## config.mk

```make
export PLATFORM = sky130hd
export DESIGN_NAME = omc_clock_ctrl
export DESIGN_NICKNAME = d
export VERILOG_FILES = /design/src/verilog/omc_pkg.sv /design/src/verilog/omc_clock_ctrl.sv
export SDC_FILE = /design/constraint.sdc
export NUM_CORES = 1
export LEC_CHECK = 0
export CORE_MARGIN = 4
export CORE_UTILIZATION = 30
export CTS_CLUSTER_SIZE = 20
export DETAILED_ROUTE_END_ITERATION = 8
export DONT_BUFFER_PORTS = 1
export HOLD_SLACK_MARGIN = 0.15
export PLACE_DENSITY_LB_ADDON = 0.1
export SYNTH_ARGS = -nofsm -noshare
export SYNTH_HDL_FRONTEND = slang
export SYNTH_SLANG_ARGS = --single-unit
```

## constraint.sdc

```tcl
create_clock -name ref_clk -period 3.4 [get_ports ref_clk]
set_input_delay 0 -clock ref_clk [delete_from_list [all_inputs] [get_ports ref_clk]]
set_output_delay 0 -clock ref_clk [all_outputs]
set_load 0.03 [all_outputs]
```

## src/verilog/omc_pkg.sv

```systemverilog
`default_nettype none
package omc_pkg;
  // register byte addresses on the bus
  localparam logic [3:0] OMC_OFS_SCC = 4'h0;
  localparam logic [3:0] OMC_OFS_FOC = 4'h4;
  localparam logic [3:0] OMC_OFS_IST = 4'h8;
  localparam logic [3:0] OMC_OFS_IMK = 4'hC;
  // system_clock_control fields
  localparam int SCC_SEL_LSB = 5;
  localparam int SCC_SEL_MSB = 7;
  localparam int SCC_FKEEP = 1;
  localparam int SCC_SKEEP = 0;
  // fast_oscillator_control fields
  localparam int FOC_FLAG = 1;
  localparam int FOC_EN = 0;
  // reset values
  localparam logic [2:0] SEL_RST = 3'h0;
  localparam logic FKEEP_RST = 1'b0;
  localparam logic SKEEP_RST = 1'b0;
  localparam logic FOC_EN_RST = 1'b1;
  // select codes
  localparam logic [2:0] SEL_FAST_MAX = 3'h6;
  localparam logic [2:0] SEL_SLOW = 3'h7;
  // interrupt status bits
  localparam int IRQ_W = 4;
  localparam int IRQ_HALT = 0;
  localparam int IRQ_WAKE = 1;
  localparam int IRQ_FSTAB = 2;
  localparam int IRQ_SWITCH = 3;
  // timing
  localparam int CLK_MHZ = 200;
  localparam int FAST_STAB_NS = 16000;
  localparam int FAST_STAB_CYC = (FAST_STAB_NS * CLK_MHZ + 999) / 1000;
  localparam int DIV_W = 6;

  typedef enum logic [2:0] {
    MD_FAST, MD_SLOW, MD_SLEEP, MD_STBY_SLOW, MD_STBY_BOTH, MD_STBY_FAST
  } omc_mode_t;

  // clock gates handed to the core and peripherals
  typedef struct packed {
    logic cpu;
    logic sys;
    logic fast_osc;
    logic sub;
    logic slow_osc;
  } omc_gate_t;

  // same-domain events from the cpu and watchdog
  typedef struct packed {
    logic halt;
    logic wdt_clr_instr;
    logic wdt_overflow;
    logic sys_irq;
  } omc_cpu_evt_t;
endpackage : omc_pkg
`default_nettype wire

```

## src/verilog/omc_clock_ctrl.sv

```systemverilog
// Behaviour
// - the three-bit select picks fast clock, fast clock over 2..64, or the slow sub clock at 111.
// - halt with both keep bits low enters sleep: cpu, system clock and sub clock off, slow osc on.
// - halt with fast-keep 0, slow-keep 1 enters standby_slow_only; system clock on only at 111.
// - halt with both keep bits high enters standby_both_osc with every clock but the cpu running.
// - halt with fast-keep 1, slow-keep 0 enters standby_fast_only; system clock off only at 111.
// - fast mode keeps the cpu and all clocks running.
// - in any halted mode state is held and execution waits at the halt.
// - a halt sets the power-down flag and clears the watchdog timeout flag.
// - entering a halted mode clears the watchdog counter, which then counts on.
// - the slow oscillator keeps running while the cpu is stopped, whatever slow-keep says.
// - enabling the fast oscillator first clears its stable flag, which sets once it is stable.
// - in slow mode the fast oscillator runs as the enable bit says while the select is 111, and always otherwise; the enable resets to 1.
// - fast/slow changes come only from select writes; a switch to slow waits for a stable slow osc.
// - unused bits of both control registers read as zero.
// - a halted mode is left on a wake-enabled pin falling edge, a system interrupt or watchdog overflow.
`timescale 1ns/10ps
`default_nettype none
module omc_clock_ctrl
  import omc_pkg::*;
#(
  parameter int PORT_W = 5,
  parameter int STAB_CYC = FAST_STAB_CYC
) (
  // clock and reset
  input wire logic ref_clk,
  input wire logic rst_n,
  // avalon-mm slave
  input wire logic [3:0] avs_address,
  input wire logic avs_read,
  input wire logic avs_write,
  input wire logic [3:0] avs_byteenable,
  input wire logic [31:0] avs_writedata,
  output logic [31:0] avs_readdata,
  output logic avs_waitrequest,
  // cpu and watchdog events
  input wire omc_cpu_evt_t cpu_evt,
  // oscillator edges and status
  input wire logic fast_tick,
  input wire logic slow_tick,
  input wire logic slow_osc_ready,
  // wake-enabled port pins
  input wire logic [PORT_W-1:0] port_wake_n,
  // clock control outputs
  output omc_gate_t gate,
  output logic sys_tick,
  output omc_mode_t mode,
  output logic power_down_flag,
  output logic watchdog_timeout_flag,
  output logic wdt_clear,
  output logic irq
);

  if (PORT_W < 1 || STAB_CYC < 1 || STAB_CYC > 65535) begin : g_chk
    $error("omc_clock_ctrl: unsupported parameter values");
  end

  function automatic logic [DIV_W-1:0] div_mask(input logic [2:0] sel);
    div_mask = DIV_W'((7'h01 << sel) - 7'h01);
  endfunction : div_mask

  function automatic logic is_slow(input logic [2:0] sel);
    is_slow = (sel == SEL_SLOW);
  endfunction : is_slow

  ////////////////////////////////////////////////////////////////////
  // registers
  logic [2:0] sel_reg;
  logic fkeep_reg;
  logic skeep_reg;
  logic fen_reg;
  logic fstab_reg;
  logic [15:0] stab_cnt_reg;
  logic [2:0] act_sel_reg;
  logic [DIV_W-1:0] div_cnt_reg;
  omc_mode_t mode_reg;
  omc_mode_t mode_next;
  logic [IRQ_W-1:0] ist_reg;
  logic [IRQ_W-1:0] imk_reg;
  logic [31:0] rdata_reg;
  logic wait_reg;
  logic [PORT_W-1:0] pin_s1_reg;
  logic [PORT_W-1:0] pin_s2_reg;
  logic [PORT_W-1:0] pin_d_reg;
  logic slow_s1_reg;
  logic slow_s2_reg;
  omc_gate_t gate_reg;
  omc_gate_t gate_next;
  logic tick_reg;
  logic pdf_reg;
  logic to_reg;
  logic wclr_reg;
  logic irq_reg;

  ////////////////////////////////////////////////////////////////////
  // bus decode
  wire req = avs_read | avs_write;
  wire done = req & ~wait_reg;
  wire wr_lo = done & avs_write & avs_byteenable[0];
  wire wr_scc = wr_lo & (avs_address == OMC_OFS_SCC);
  wire wr_foc = wr_lo & (avs_address == OMC_OFS_FOC);
  wire wr_imk = wr_lo & (avs_address == OMC_OFS_IMK);
  wire rd_ist = done & avs_read & (avs_address == OMC_OFS_IST);
  wire [7:0] wd = avs_writedata[7:0];
  wire [7:0] scc_rd = {sel_reg, 3'h0, fkeep_reg, skeep_reg};
  wire [7:0] foc_rd = {6'h00, fstab_reg, fen_reg};
  wire [7:0] ist_rd = {{(8 - IRQ_W){1'b0}}, ist_reg};
  wire [7:0] imk_rd = {{(8 - IRQ_W){1'b0}}, imk_reg};
  wire [7:0] rd_mux = (avs_address == OMC_OFS_SCC) ? scc_rd :
                      (avs_address == OMC_OFS_FOC) ? foc_rd :
                      (avs_address == OMC_OFS_IST) ? ist_rd :
                      (avs_address == OMC_OFS_IMK) ? imk_rd : 8'h00;

  ////////////////////////////////////////////////////////////////////
  // mode and wake
  wire run = (mode_reg == MD_FAST) | (mode_reg == MD_SLOW);
  wire [PORT_W-1:0] pin_fall = pin_d_reg & ~pin_s2_reg;
  wire wake = (|pin_fall) | cpu_evt.sys_irq | cpu_evt.wdt_overflow;
  wire halt_go = run & cpu_evt.halt;
  wire act_slow = is_slow(act_sel_reg);
  wire omc_mode_t run_mode = act_slow ? MD_SLOW : MD_FAST;

  always_comb begin
    mode_next = mode_reg;
    case (mode_reg)
      MD_FAST, MD_SLOW: begin
        if (cpu_evt.halt) begin
          case ({fkeep_reg, skeep_reg})
            2'b00: mode_next = MD_SLEEP;
            2'b01: mode_next = MD_STBY_SLOW;
            2'b11: mode_next = MD_STBY_BOTH;
            default: mode_next = MD_STBY_FAST;
          endcase
        end else begin
          mode_next = run_mode;
        end
      end
      MD_SLEEP, MD_STBY_SLOW, MD_STBY_BOTH, MD_STBY_FAST: begin
        if (wake) begin
          mode_next = run_mode;
        end
      end
      default: mode_next = run_mode;
    endcase
  end

  ////////////////////////////////////////////////////////////////////
  // gate selection per mode
  always_comb begin
    gate_next = '0;
    gate_next.slow_osc = 1'b1;
    case (mode_next)
      MD_FAST: begin
        gate_next = '1;
      end
      MD_SLOW: begin
        gate_next.cpu = 1'b1;
        gate_next.sys = 1'b1;
        gate_next.sub = 1'b1;
        gate_next.fast_osc = fen_reg | ~is_slow(sel_reg);
      end
      MD_SLEEP: begin
        gate_next.cpu = 1'b0;
      end
      MD_STBY_SLOW: begin
        gate_next.sub = 1'b1;
        gate_next.sys = act_slow;
      end
      MD_STBY_BOTH: begin
        gate_next.sys = 1'b1;
        gate_next.fast_osc = 1'b1;
        gate_next.sub = 1'b1;
      end
      MD_STBY_FAST: begin
        gate_next.fast_osc = 1'b1;
        gate_next.sys = ~act_slow;
      end
      default: gate_next = '0;
    endcase
  end

  ////////////////////////////////////////////////////////////////////
  // clock source and divider
  // a switch happens only on an edge of the old clock and restarts the
  // divider, so the new divider counts a full period; after a switch to slow the first period can be short
  wire fast_src = fast_tick & fstab_reg;
  wire div_hit = (div_cnt_reg & div_mask(act_sel_reg)) == div_mask(act_sel_reg);
  wire src_tick = act_slow ? slow_tick : (fast_src & div_hit);
  wire tgt_ok = is_slow(sel_reg) ? slow_s2_reg : fstab_reg;
  wire do_switch = (sel_reg != act_sel_reg) & src_tick & tgt_ok;
  wire fen_rise = wr_foc & wd[FOC_EN] & ~fen_reg;
  wire fosc_on = gate_reg.fast_osc;
  wire stab_done = fosc_on & ~fstab_reg & (stab_cnt_reg >= 16'(STAB_CYC - 1));

  ////////////////////////////////////////////////////////////////////
  // interrupt events and status
  wire [IRQ_W-1:0] evt;
  assign evt[IRQ_HALT] = halt_go;
  assign evt[IRQ_WAKE] = ~run & wake;
  assign evt[IRQ_FSTAB] = stab_done;
  assign evt[IRQ_SWITCH] = do_switch;
  // a read clears only the bits it returned; a new event wins
  wire [IRQ_W-1:0] ist_clr = rd_ist ? rdata_reg[IRQ_W-1:0] : '0;
  wire [IRQ_W-1:0] ist_next = (ist_reg & ~ist_clr) | evt;

  ////////////////////////////////////////////////////////////////////
  // synchronisers
  always_ff @(posedge ref_clk) begin
    if (!rst_n) begin
      pin_s1_reg <= '1;
      pin_s2_reg <= '1;
      pin_d_reg <= '1;
      slow_s1_reg <= 1'b0;
      slow_s2_reg <= 1'b0;
    end else begin
      pin_s1_reg <= port_wake_n;
      pin_s2_reg <= pin_s1_reg;
      pin_d_reg <= pin_s2_reg;
      slow_s1_reg <= slow_osc_ready;
      slow_s2_reg <= slow_s1_reg;
    end
  end

  ////////////////////////////////////////////////////////////////////
  // bus slave: one wait cycle, then the answer
  always_ff @(posedge ref_clk) begin
    if (!rst_n) begin
      wait_reg <= 1'b1;
      rdata_reg <= 32'h0000_0000;
    end else begin
      wait_reg <= ~(req & wait_reg);
      if (req & wait_reg) begin
        rdata_reg <= {24'h00_0000, rd_mux};
      end
    end
  end

  ////////////////////////////////////////////////////////////////////
  // control registers
  always_ff @(posedge ref_clk) begin
    if (!rst_n) begin
      sel_reg <= SEL_RST;
      fkeep_reg <= FKEEP_RST;
      skeep_reg <= SKEEP_RST;
      fen_reg <= FOC_EN_RST;
      imk_reg <= '0;
    end else begin
      if (wr_scc) begin
        sel_reg <= wd[SCC_SEL_MSB:SCC_SEL_LSB];
        fkeep_reg <= wd[SCC_FKEEP];
        skeep_reg <= wd[SCC_SKEEP];
      end
      if (wr_foc) begin
        fen_reg <= wd[FOC_EN];
      end
      if (wr_imk) begin
        imk_reg <= avs_writedata[IRQ_W-1:0];
      end
    end
  end

  ////////////////////////////////////////////////////////////////////
  // fast oscillator stable flag
  always_ff @(posedge ref_clk) begin
    if (!rst_n) begin
      fstab_reg <= 1'b0;
      stab_cnt_reg <= 16'h0000;
    end else if (!fosc_on || fen_rise) begin
      fstab_reg <= 1'b0;
      stab_cnt_reg <= 16'h0000;
    end else if (stab_done) begin
      fstab_reg <= 1'b1;
    end else if (!fstab_reg) begin
      stab_cnt_reg <= stab_cnt_reg + 16'h0001;
    end
  end

  ////////////////////////////////////////////////////////////////////
  // active source and divider
  always_ff @(posedge ref_clk) begin
    if (!rst_n) begin
      act_sel_reg <= SEL_RST;
      div_cnt_reg <= '0;
    end else if (do_switch) begin
      act_sel_reg <= sel_reg;
      div_cnt_reg <= '0;
    end else if (fast_src) begin
      div_cnt_reg <= div_cnt_reg + DIV_W'(1);
    end
  end

  ////////////////////////////////////////////////////////////////////
  // mode, gates and system tick
  always_ff @(posedge ref_clk) begin
    if (!rst_n) begin
      mode_reg <= MD_FAST;
      gate_reg <= '1;
      tick_reg <= 1'b0;
    end else begin
      mode_reg <= mode_next;
      gate_reg <= gate_next;
      tick_reg <= src_tick & gate_next.sys;
    end
  end

  ////////////////////////////////////////////////////////////////////
  // power-down and watchdog flags
  always_ff @(posedge ref_clk) begin
    if (!rst_n) begin
      pdf_reg <= 1'b0;
      to_reg <= 1'b0;
      wclr_reg <= 1'b0;
    end else begin
      wclr_reg <= halt_go | cpu_evt.wdt_clr_instr;
      if (halt_go) begin
        pdf_reg <= 1'b1;
      end else if (cpu_evt.wdt_clr_instr) begin
        pdf_reg <= 1'b0;
      end
      if (cpu_evt.wdt_overflow) begin
        to_reg <= 1'b1;
      end else if (halt_go | cpu_evt.wdt_clr_instr) begin
        to_reg <= 1'b0;
      end
    end
  end

  ////////////////////////////////////////////////////////////////////
  // interrupt status and output
  always_ff @(posedge ref_clk) begin
    if (!rst_n) begin
      ist_reg <= '0;
      irq_reg <= 1'b0;
    end else begin
      ist_reg <= ist_next;
      irq_reg <= |(ist_next & imk_reg);
    end
  end

  assign avs_readdata = rdata_reg;
  assign avs_waitrequest = wait_reg;
  assign gate = gate_reg;
  assign sys_tick = tick_reg;
  assign mode = mode_reg;
  assign power_down_flag = pdf_reg;
  assign watchdog_timeout_flag = to_reg;
  assign wdt_clear = wclr_reg;
  assign irq = irq_reg;

endmodule : omc_clock_ctrl
`default_nettype wire

```

## Word-level counts from Yosys, hierarchy flattened

Index checks and enable logic that the tools add are counted.

- Add/sub/neg operators: 3
- $lt $le $gt $ge: 1
- Eq/ne operators: 19
- Shift-type cells: 1
- Muxes and demuxes: 21
- Bitwise operators: 42
- Reduce and logical (&&, ||, !) cells: 20

Operators by type and width:

| cell | count |
|---|---|
| 1-bit AND | 20 |
| 3-bit equality test, second input constant | 6 |
| 16-bit by 1-bit adder with 16-bit output, second input constant | 1 |
| 16-bit by 12-bit greater-or-equal comparator with 1-bit output, second input constant | 1 |
| 4-bit 2-to-1 mux | 4 |
| 3-bit by 2-bit equality test with 1-bit output, second input constant | 4 |
| 4-bit OR reduction | 3 |
| 1-bit 2-to-1 mux | 10 |
| 1-bit inverter | 9 |
| 3-bit case mux with 3 select lines | 1 |
| 4-bit AND | 2 |
| 4-bit equality test, second input constant | 2 |
| 8-bit 2-to-1 mux | 1 |
| 2-bit OR reduction | 4 |
| 6-bit by 1-bit adder with 6-bit output, second input constant | 1 |
| 6-bit AND | 1 |
| 3-bit by 1-bit equality test with 1-bit output, second input constant | 2 |
| 6-bit equality test | 1 |
| 3-bit logical NOT | 2 |
| 3-bit 2-to-1 mux | 2 |
| 1-bit bitwise OR | 6 |
| 3-bit case mux with 2 select lines | 1 |
| 3-bit OR reduction | 2 |
| 6-bit OR reduction | 1 |
| 19 further kinds | 20 |

- Bits in registers: 79
- Bits of input ports: 56
- Output and inout port bits: 46

## Depth between registers and ports, before layout

- Depth after elaboration: 11
- Gate-level depth with buffers: 8

## Least setup slack after synthesis

OpenSTA, ideal clock, no wires.

- Kind: register -> register
- Start: register mode_reg[1] (netlist: mode[1])
- End: register gate_reg (netlist bit fosc_on)
- Setup time: 0.127 ns
- Arrival time: 1.785 ns
- Required time: 3.273 ns
- Path slack: 1.488 ns
- Cell stages (with the launch flop): 8
- Path buffers: 0
- Clock period less this slack: 1.912 ns
- Cells stage by stage: dfxtp_1 > inv_1 > ha_1 > and2_1 > o21ai_0 > a21oi_1 > or4_1 > a2bb2oi_1

- Cells in the longest elaborated chain, start to end: 6
- Elaborated cells between the ends (all ways): 16
- Classes of those cells: 8 x eq/ne; 3 x mux; 5 x reduce/logical

RTL lines:

| item | RTL line | text |
|---|---|---|
| start, declared | omc_clock_ctrl.sv:76 | `omc_mode_t mode_reg;` |
| start signal, assigned | omc_clock_ctrl.sv:300 | `mode_reg <= mode_next;` |
| 3-bit by 2-bit equality test with 1-bit output, or another cell as far along | omc_clock_ctrl.sv:125 | `case (mode_reg)` |
| 4-bit OR reduction or 2-bit OR reduction (tied branches) | omc_clock_ctrl.sv:125 |  |
| 3-bit case mux with 2 select lines (*) | omc_clock_ctrl.sv:125 |  |
| 3-bit equality test or 3-bit logical NOT (tied branches) | omc_clock_ctrl.sv:152 | `case (mode_next)` |
| 3-bit OR reduction (no line) | -- |  |
| 1-bit case mux with 2 select lines (*) | omc_clock_ctrl.sv:152 |  |
| end signal, assigned | omc_clock_ctrl.sv:301 | `gate_reg <= gate_next;` |
| end, declared | omc_clock_ctrl.sv:87 | `omc_gate_t gate_reg;` |

Every way passes the cells marked *; elsewhere a longest branch is shown, timed or not.
A chain may end at the register's enable or synchronous reset.

## Worst setup path in the final report

- Start: register pin_s2_reg[1]
- End: register gate_reg (netlist bit fosc_on)

- Cells in the longest elaborated chain, start to end: 10
- Elaborated cells between the ends (all ways): 13
- Classes of those cells: 3 x eq/ne; 3 x mux; 4 x bitwise; 3 x reduce/logical

RTL lines:

| item | RTL line | text |
|---|---|---|
| start, declared | omc_clock_ctrl.sv:83 | `logic [PORT_W-1:0] pin_s2_reg;` |
| start signal, assigned | omc_clock_ctrl.sv:217 | `pin_s2_reg <= pin_s1_reg;` |
| 5-bit inverter (*) | omc_clock_ctrl.sv:117 | `wire [PORT_W-1:0] pin_fall = pin_d_reg & ~pin_s2_reg;` |
| 5-bit AND (*) | omc_clock_ctrl.sv:117 |  |
| 5-bit OR reduction (*) | omc_clock_ctrl.sv:118 | `wire wake = (\|pin_fall) \| cpu_evt.sys_irq \| cpu_evt.wdt_overflow;` |
| 1-bit bitwise OR (*) (2 in series) | omc_clock_ctrl.sv:118 |  |
| 3-bit 2-to-1 mux (*) | omc_clock_ctrl.sv:139 | `if (wake) begin` |
| 3-bit case mux with 2 select lines (*) | omc_clock_ctrl.sv:125 |  |
| 3-bit equality test or 3-bit logical NOT (tied branches) | omc_clock_ctrl.sv:152 |  |
| 3-bit OR reduction (no line) | -- |  |
| 1-bit case mux with 2 select lines (*) | omc_clock_ctrl.sv:152 |  |

Marked as above.

==> out/qor.txt <==
CTS
----------------------------------------------------------------------------------------
Library cell used as clock root buffer .................................... sky130_fd_sc_hd__clkbuf_16
Clock tree from TritonCTS .................................................          yes
Number of buffers inserted by hold repair at cts ..........................           35
CTS HTree Levels ..........................................................            3
Cells resized by post-CTS repair ..........................................            0
Worst-Skew Late Latency ...................................................      0.34 ns
Maximum number of buffers from clock root to sink .........................            2
Clock slew at reported path FFs ...........................................      0.06 ns
Number of buffers inserted during clock tree synthesis ....................            9
Post-CTS setup buffer count ...............................................            0
Clock Sink Count ..........................................................           78

FLOORPLANNING
----------------------------------------------------------------------------------------
Initial Util ..............................................................        30.7%
Number of placed I/O pins .................................................          102
Core area .................................................................  11400 sq um
Horizontal extent of the die ..............................................  116 microns
Die Ht ....................................................................  116 microns
Die Outline Area ..........................................................  13500 sq um
Row cnt ...................................................................           39

CRITICAL PATH
----------------------------------------------------------------------------------------
Largest fanout on the critical path .......................................            5
Setup CP Type ............................................................. register to register
Category of the worst setup path launch point .............................     register
Capturing element type of the critical path ...............................     register
Reg2reg setup slack .......................................................      0.68 ns
Data required time of the critical path ...................................      3.69 ns
Arrival time worst endpoint ...............................................      3.01 ns

TIMING
----------------------------------------------------------------------------------------
Final count of pins violating max slew ....................................            0
Period utilization ........................................................        80.1%
Max_slew headroom .........................................................        47.3%
Final worst path period need ..............................................      2.72 ns
Peak Freq .................................................................      367 MHz
Number of hold violations in the final report .............................            0
Pin slew with the least headroom to its limit .............................     0.788 ns
Unrepaired setup endpoints after global routing ...........................        false
Summed negative setup slack over all endpoints ............................         0 ns
Fin Clk Skew ..............................................................   0.00674 ns
Final count of negative-setup-slack endpoints .............................            0
PnR worst setup slack .....................................................     0.677 ns

SYNTH
----------------------------------------------------------------------------------------
Top post-synthesis cells by area .......................................... sky130_fd_sc_hd__dfxtp_1 (44%), sky130_fd_sc_hd__buf_4 (5.6%), sky130_fd_sc_hd__nor2b_1 (3.9%)
Asr flop ratio synth ......................................................           0%
Post-Synthesis Cells ......................................................          369
Area fraction of the dominant cell type after synthesis ...................        44.5%
Count of distinct cell types in the synthesized netlist ...................           57
Most used flip-flop cell after synthesis .................................. sky130_fd_sc_hd__dfxtp_1
Ys Warns ..................................................................            0
Proportion of synthesized chip area in sequential cells ...................        44.5%
Post-synth top area cell .................................................. sky130_fd_sc_hd__dfxtp_1
Post-synth design cell area ...............................................   3510 sq um
Avg Inst Size Synth .......................................................   9.51 sq um
Number of flops mapped to enable cells by yosys ...........................            0
Flops & latches, synth ....................................................           78

LAYOUT
----------------------------------------------------------------------------------------
Fraction of final layout cells sized beyond drive strength 1 ..............        7.35%
Final Net Count ...........................................................          468
# diodes ..................................................................            0
FF/Latch Area .............................................................   1560 sq um
FILL cells ................................................................         1180
Flip-flop count of the largest register, all copies and words added .......           16
Most common cell after layout, fill and taps aside ........................ sky130_fd_sc_hd__dfxtp_1
Synthesis-to-layout area growth ...........................................        19.8%
Area of combinational cells with multiple inputs ..........................   1740 sq um
Commonest cells after routing, fill and taps aside ........................ sky130_fd_sc_hd__dfxtp_1 (78), sky130_fd_sc_hd__dlygate4sd3_1 (34), sky130_fd_sc_hd__nor2_1 (33), sky130_fd_sc_hd__nand2_1 (27), sky130_fd_sc_hd__conb_1 (25)
Post-layout instance count excluding filler cells .........................          551

DRT
----------------------------------------------------------------------------------------
Total wire length .........................................................      7.77 mm
Number of DRC violations after detailed routing ...........................            0
Number of vias per cell after detailed routing ............................         4.54
Post-DRT Antenna Nets .....................................................            0
Number of search-and-repair iterations in the first detailed-routing pass .            4
Routed vias ...............................................................         2499
Routed wire per std cell .................................................. 14.1 microns
Number of DRC markers in iteration 0 ......................................           98

FLOW RUN
----------------------------------------------------------------------------------------
Max-cap violation count ...................................................            0

GRT
----------------------------------------------------------------------------------------
Vias in the first global route ............................................         2407
Number of antenna violations at the first check in global routing .........            0
Global-route wire length before repair ....................................      12.7 mm
Maximum number of pins on one net before global-route repair ..............           56
Combined global-route utilization of all metal layers .....................        12.3%
Total grt overflow ........................................................            0

POWER AND IR DROP
----------------------------------------------------------------------------------------
Total power divided by cell area ..........................................  494 nW/um^2
Pleak .....................................................................      1.55 nW
Maximum ir drop on the vdd rail ...........................................     0.200 mV

PLACEMENT
----------------------------------------------------------------------------------------
Post-Place Cells ..........................................................          501
Setup WS pre-CTS ..........................................................      1.14 ns
Placer Congestion .........................................................        0.740
DP HPWL ...................................................................      5.29 mm
Count of input and output buffers .........................................            0

RUN STATUS
----------------------------------------------------------------------------------------
Result of the run .........................................................    completed

WORST HOLD PATH
----------------------------------------------------------------------------------------
Worst hold path type ...................................................... input port to register

==> power breakdown <==
group | switching [mW] | internal [mW] | leakage (nW)
logic | 0.0886 | 0.0577 | 0.778
registers | 0.0276 | 0.935 | 0.635
clock network | 0.396 | 0.570 | 0.139
==> cells by family after synthesis <==
family                     share of synthesized area (%)
and+or+nand+nor                                     23.2
DFF                                                 44.5
buffers and inverters                               8.52
AOI/OAI and AO/OA                                   10.4
xor gates and xnor gates                            4.49
muxes                                               5.92
adders and majority gates                           2.85
other                                              0.107
==> path summary, 6_finish.rpt <==
kind,cells after the start,to,startpoint
worst max-delay path,8,fosc_on,pin_s2_reg[1]
worst min-delay path,3,ist_reg[0],avs_read
worst max register to register,8,fosc_on,pin_s2_reg[1]
worst min register to register,1,pin_s2_reg[2],pin_s1_reg[2]
==> stage by stage <==
stage	util (%)	hold slack [ns]	cell area (sq um)	power [mW]
after floorplan	-	0.101	3600	1.10
after global placement	31.1	0.0731	3550	1.09
after detailed placement	31.1	0.0724	3550	1.09
after CTS	36.8	0.151	4200	2.11
after global routing	36.8	0.174	4200	2.17
final	36.8	0.163	4200	2.07
==> worst max-delay path, stage by stage (launching register included) <==
cell and delay (ns):
sky130_fd_sc_hd__dfxtp_1 0.31, sky130_fd_sc_hd__inv_1 0.04, sky130_fd_sc_hd__a211oi_1 0.37, sky130_fd_sc_hd__dlygate4sd3_1 0.63, sky130_fd_sc_hd__nand4_1 0.11, sky130_fd_sc_hd__a21oi_1 0.36, sky130_fd_sc_hd__or4_1 0.18, sky130_fd_sc_hd__a2bb2oi_1 0.13
sky130_fd_sc_hd__dlygate4sd3_1 0.55
==> per-layer routing <==
layer | track usage, % | part of all wire, % | vias to the layer above
li1 | - | - | 1281
met1 | 16.2 | 47 | 1151
met2 | 18.3 | 45 | 56
met3 | 4.40 | 5.9 | 11
met4 | 5.34 | 2.0 | 0
met5 | 0 | 0 | -
==> final cells by class <==
type | count | area share [%]
Clock buffer | 9 | 5.36
Clock inverter | 6 | 1.70
Inverter | 14 | 1.25
Multi-Input combinational cell | 264 | 41.4
Sequential cell | 78 | 37.1
Timing Repair Buffer | 37 | 8.93
Tap cell | 143 | 4.26
==> cells in the mapped netlist (2+ instances only) <==
library cell               count
sky130_fd_sc_hd__dfxtp_1      78
sky130_fd_sc_hd__nor2_1       33
sky130_fd_sc_hd__nand2_1      27
sky130_fd_sc_hd__buf_4        26
sky130_fd_sc_hd__nor2b_1      22
sky130_fd_sc_hd__nand2b_1     16
sky130_fd_sc_hd__xnor2_1      15
sky130_fd_sc_hd__inv_1        14
sky130_fd_sc_hd__and2_1       11
sky130_fd_sc_hd__mux2i_1      11
sky130_fd_sc_hd__clkbuf_1      8
sky130_fd_sc_hd__ha_1          8
sky130_fd_sc_hd__nand3_1       8
sky130_fd_sc_hd__a22oi_1       7
sky130_fd_sc_hd__nand4_1       6
sky130_fd_sc_hd__o21ai_0       6
sky130_fd_sc_hd__a21boi_0      5
sky130_fd_sc_hd__a21oi_1       5
sky130_fd_sc_hd__a31oi_1       5
sky130_fd_sc_hd__mux2_2        4
sky130_fd_sc_hd__nor3_1        4
sky130_fd_sc_hd__and3_1        3
sky130_fd_sc_hd__nor4_1        3
sky130_fd_sc_hd__nor4b_1       3
sky130_fd_sc_hd__or4_1         3
sky130_fd_sc_hd__xor2_1        3
sky130_fd_sc_hd__mux4_1        2
sky130_fd_sc_hd__nand3b_1      2
sky130_fd_sc_hd__o211ai_1      2
sky130_fd_sc_hd__o21ai_1       2
Note: power is estimated with default switching activity, not from simulation.
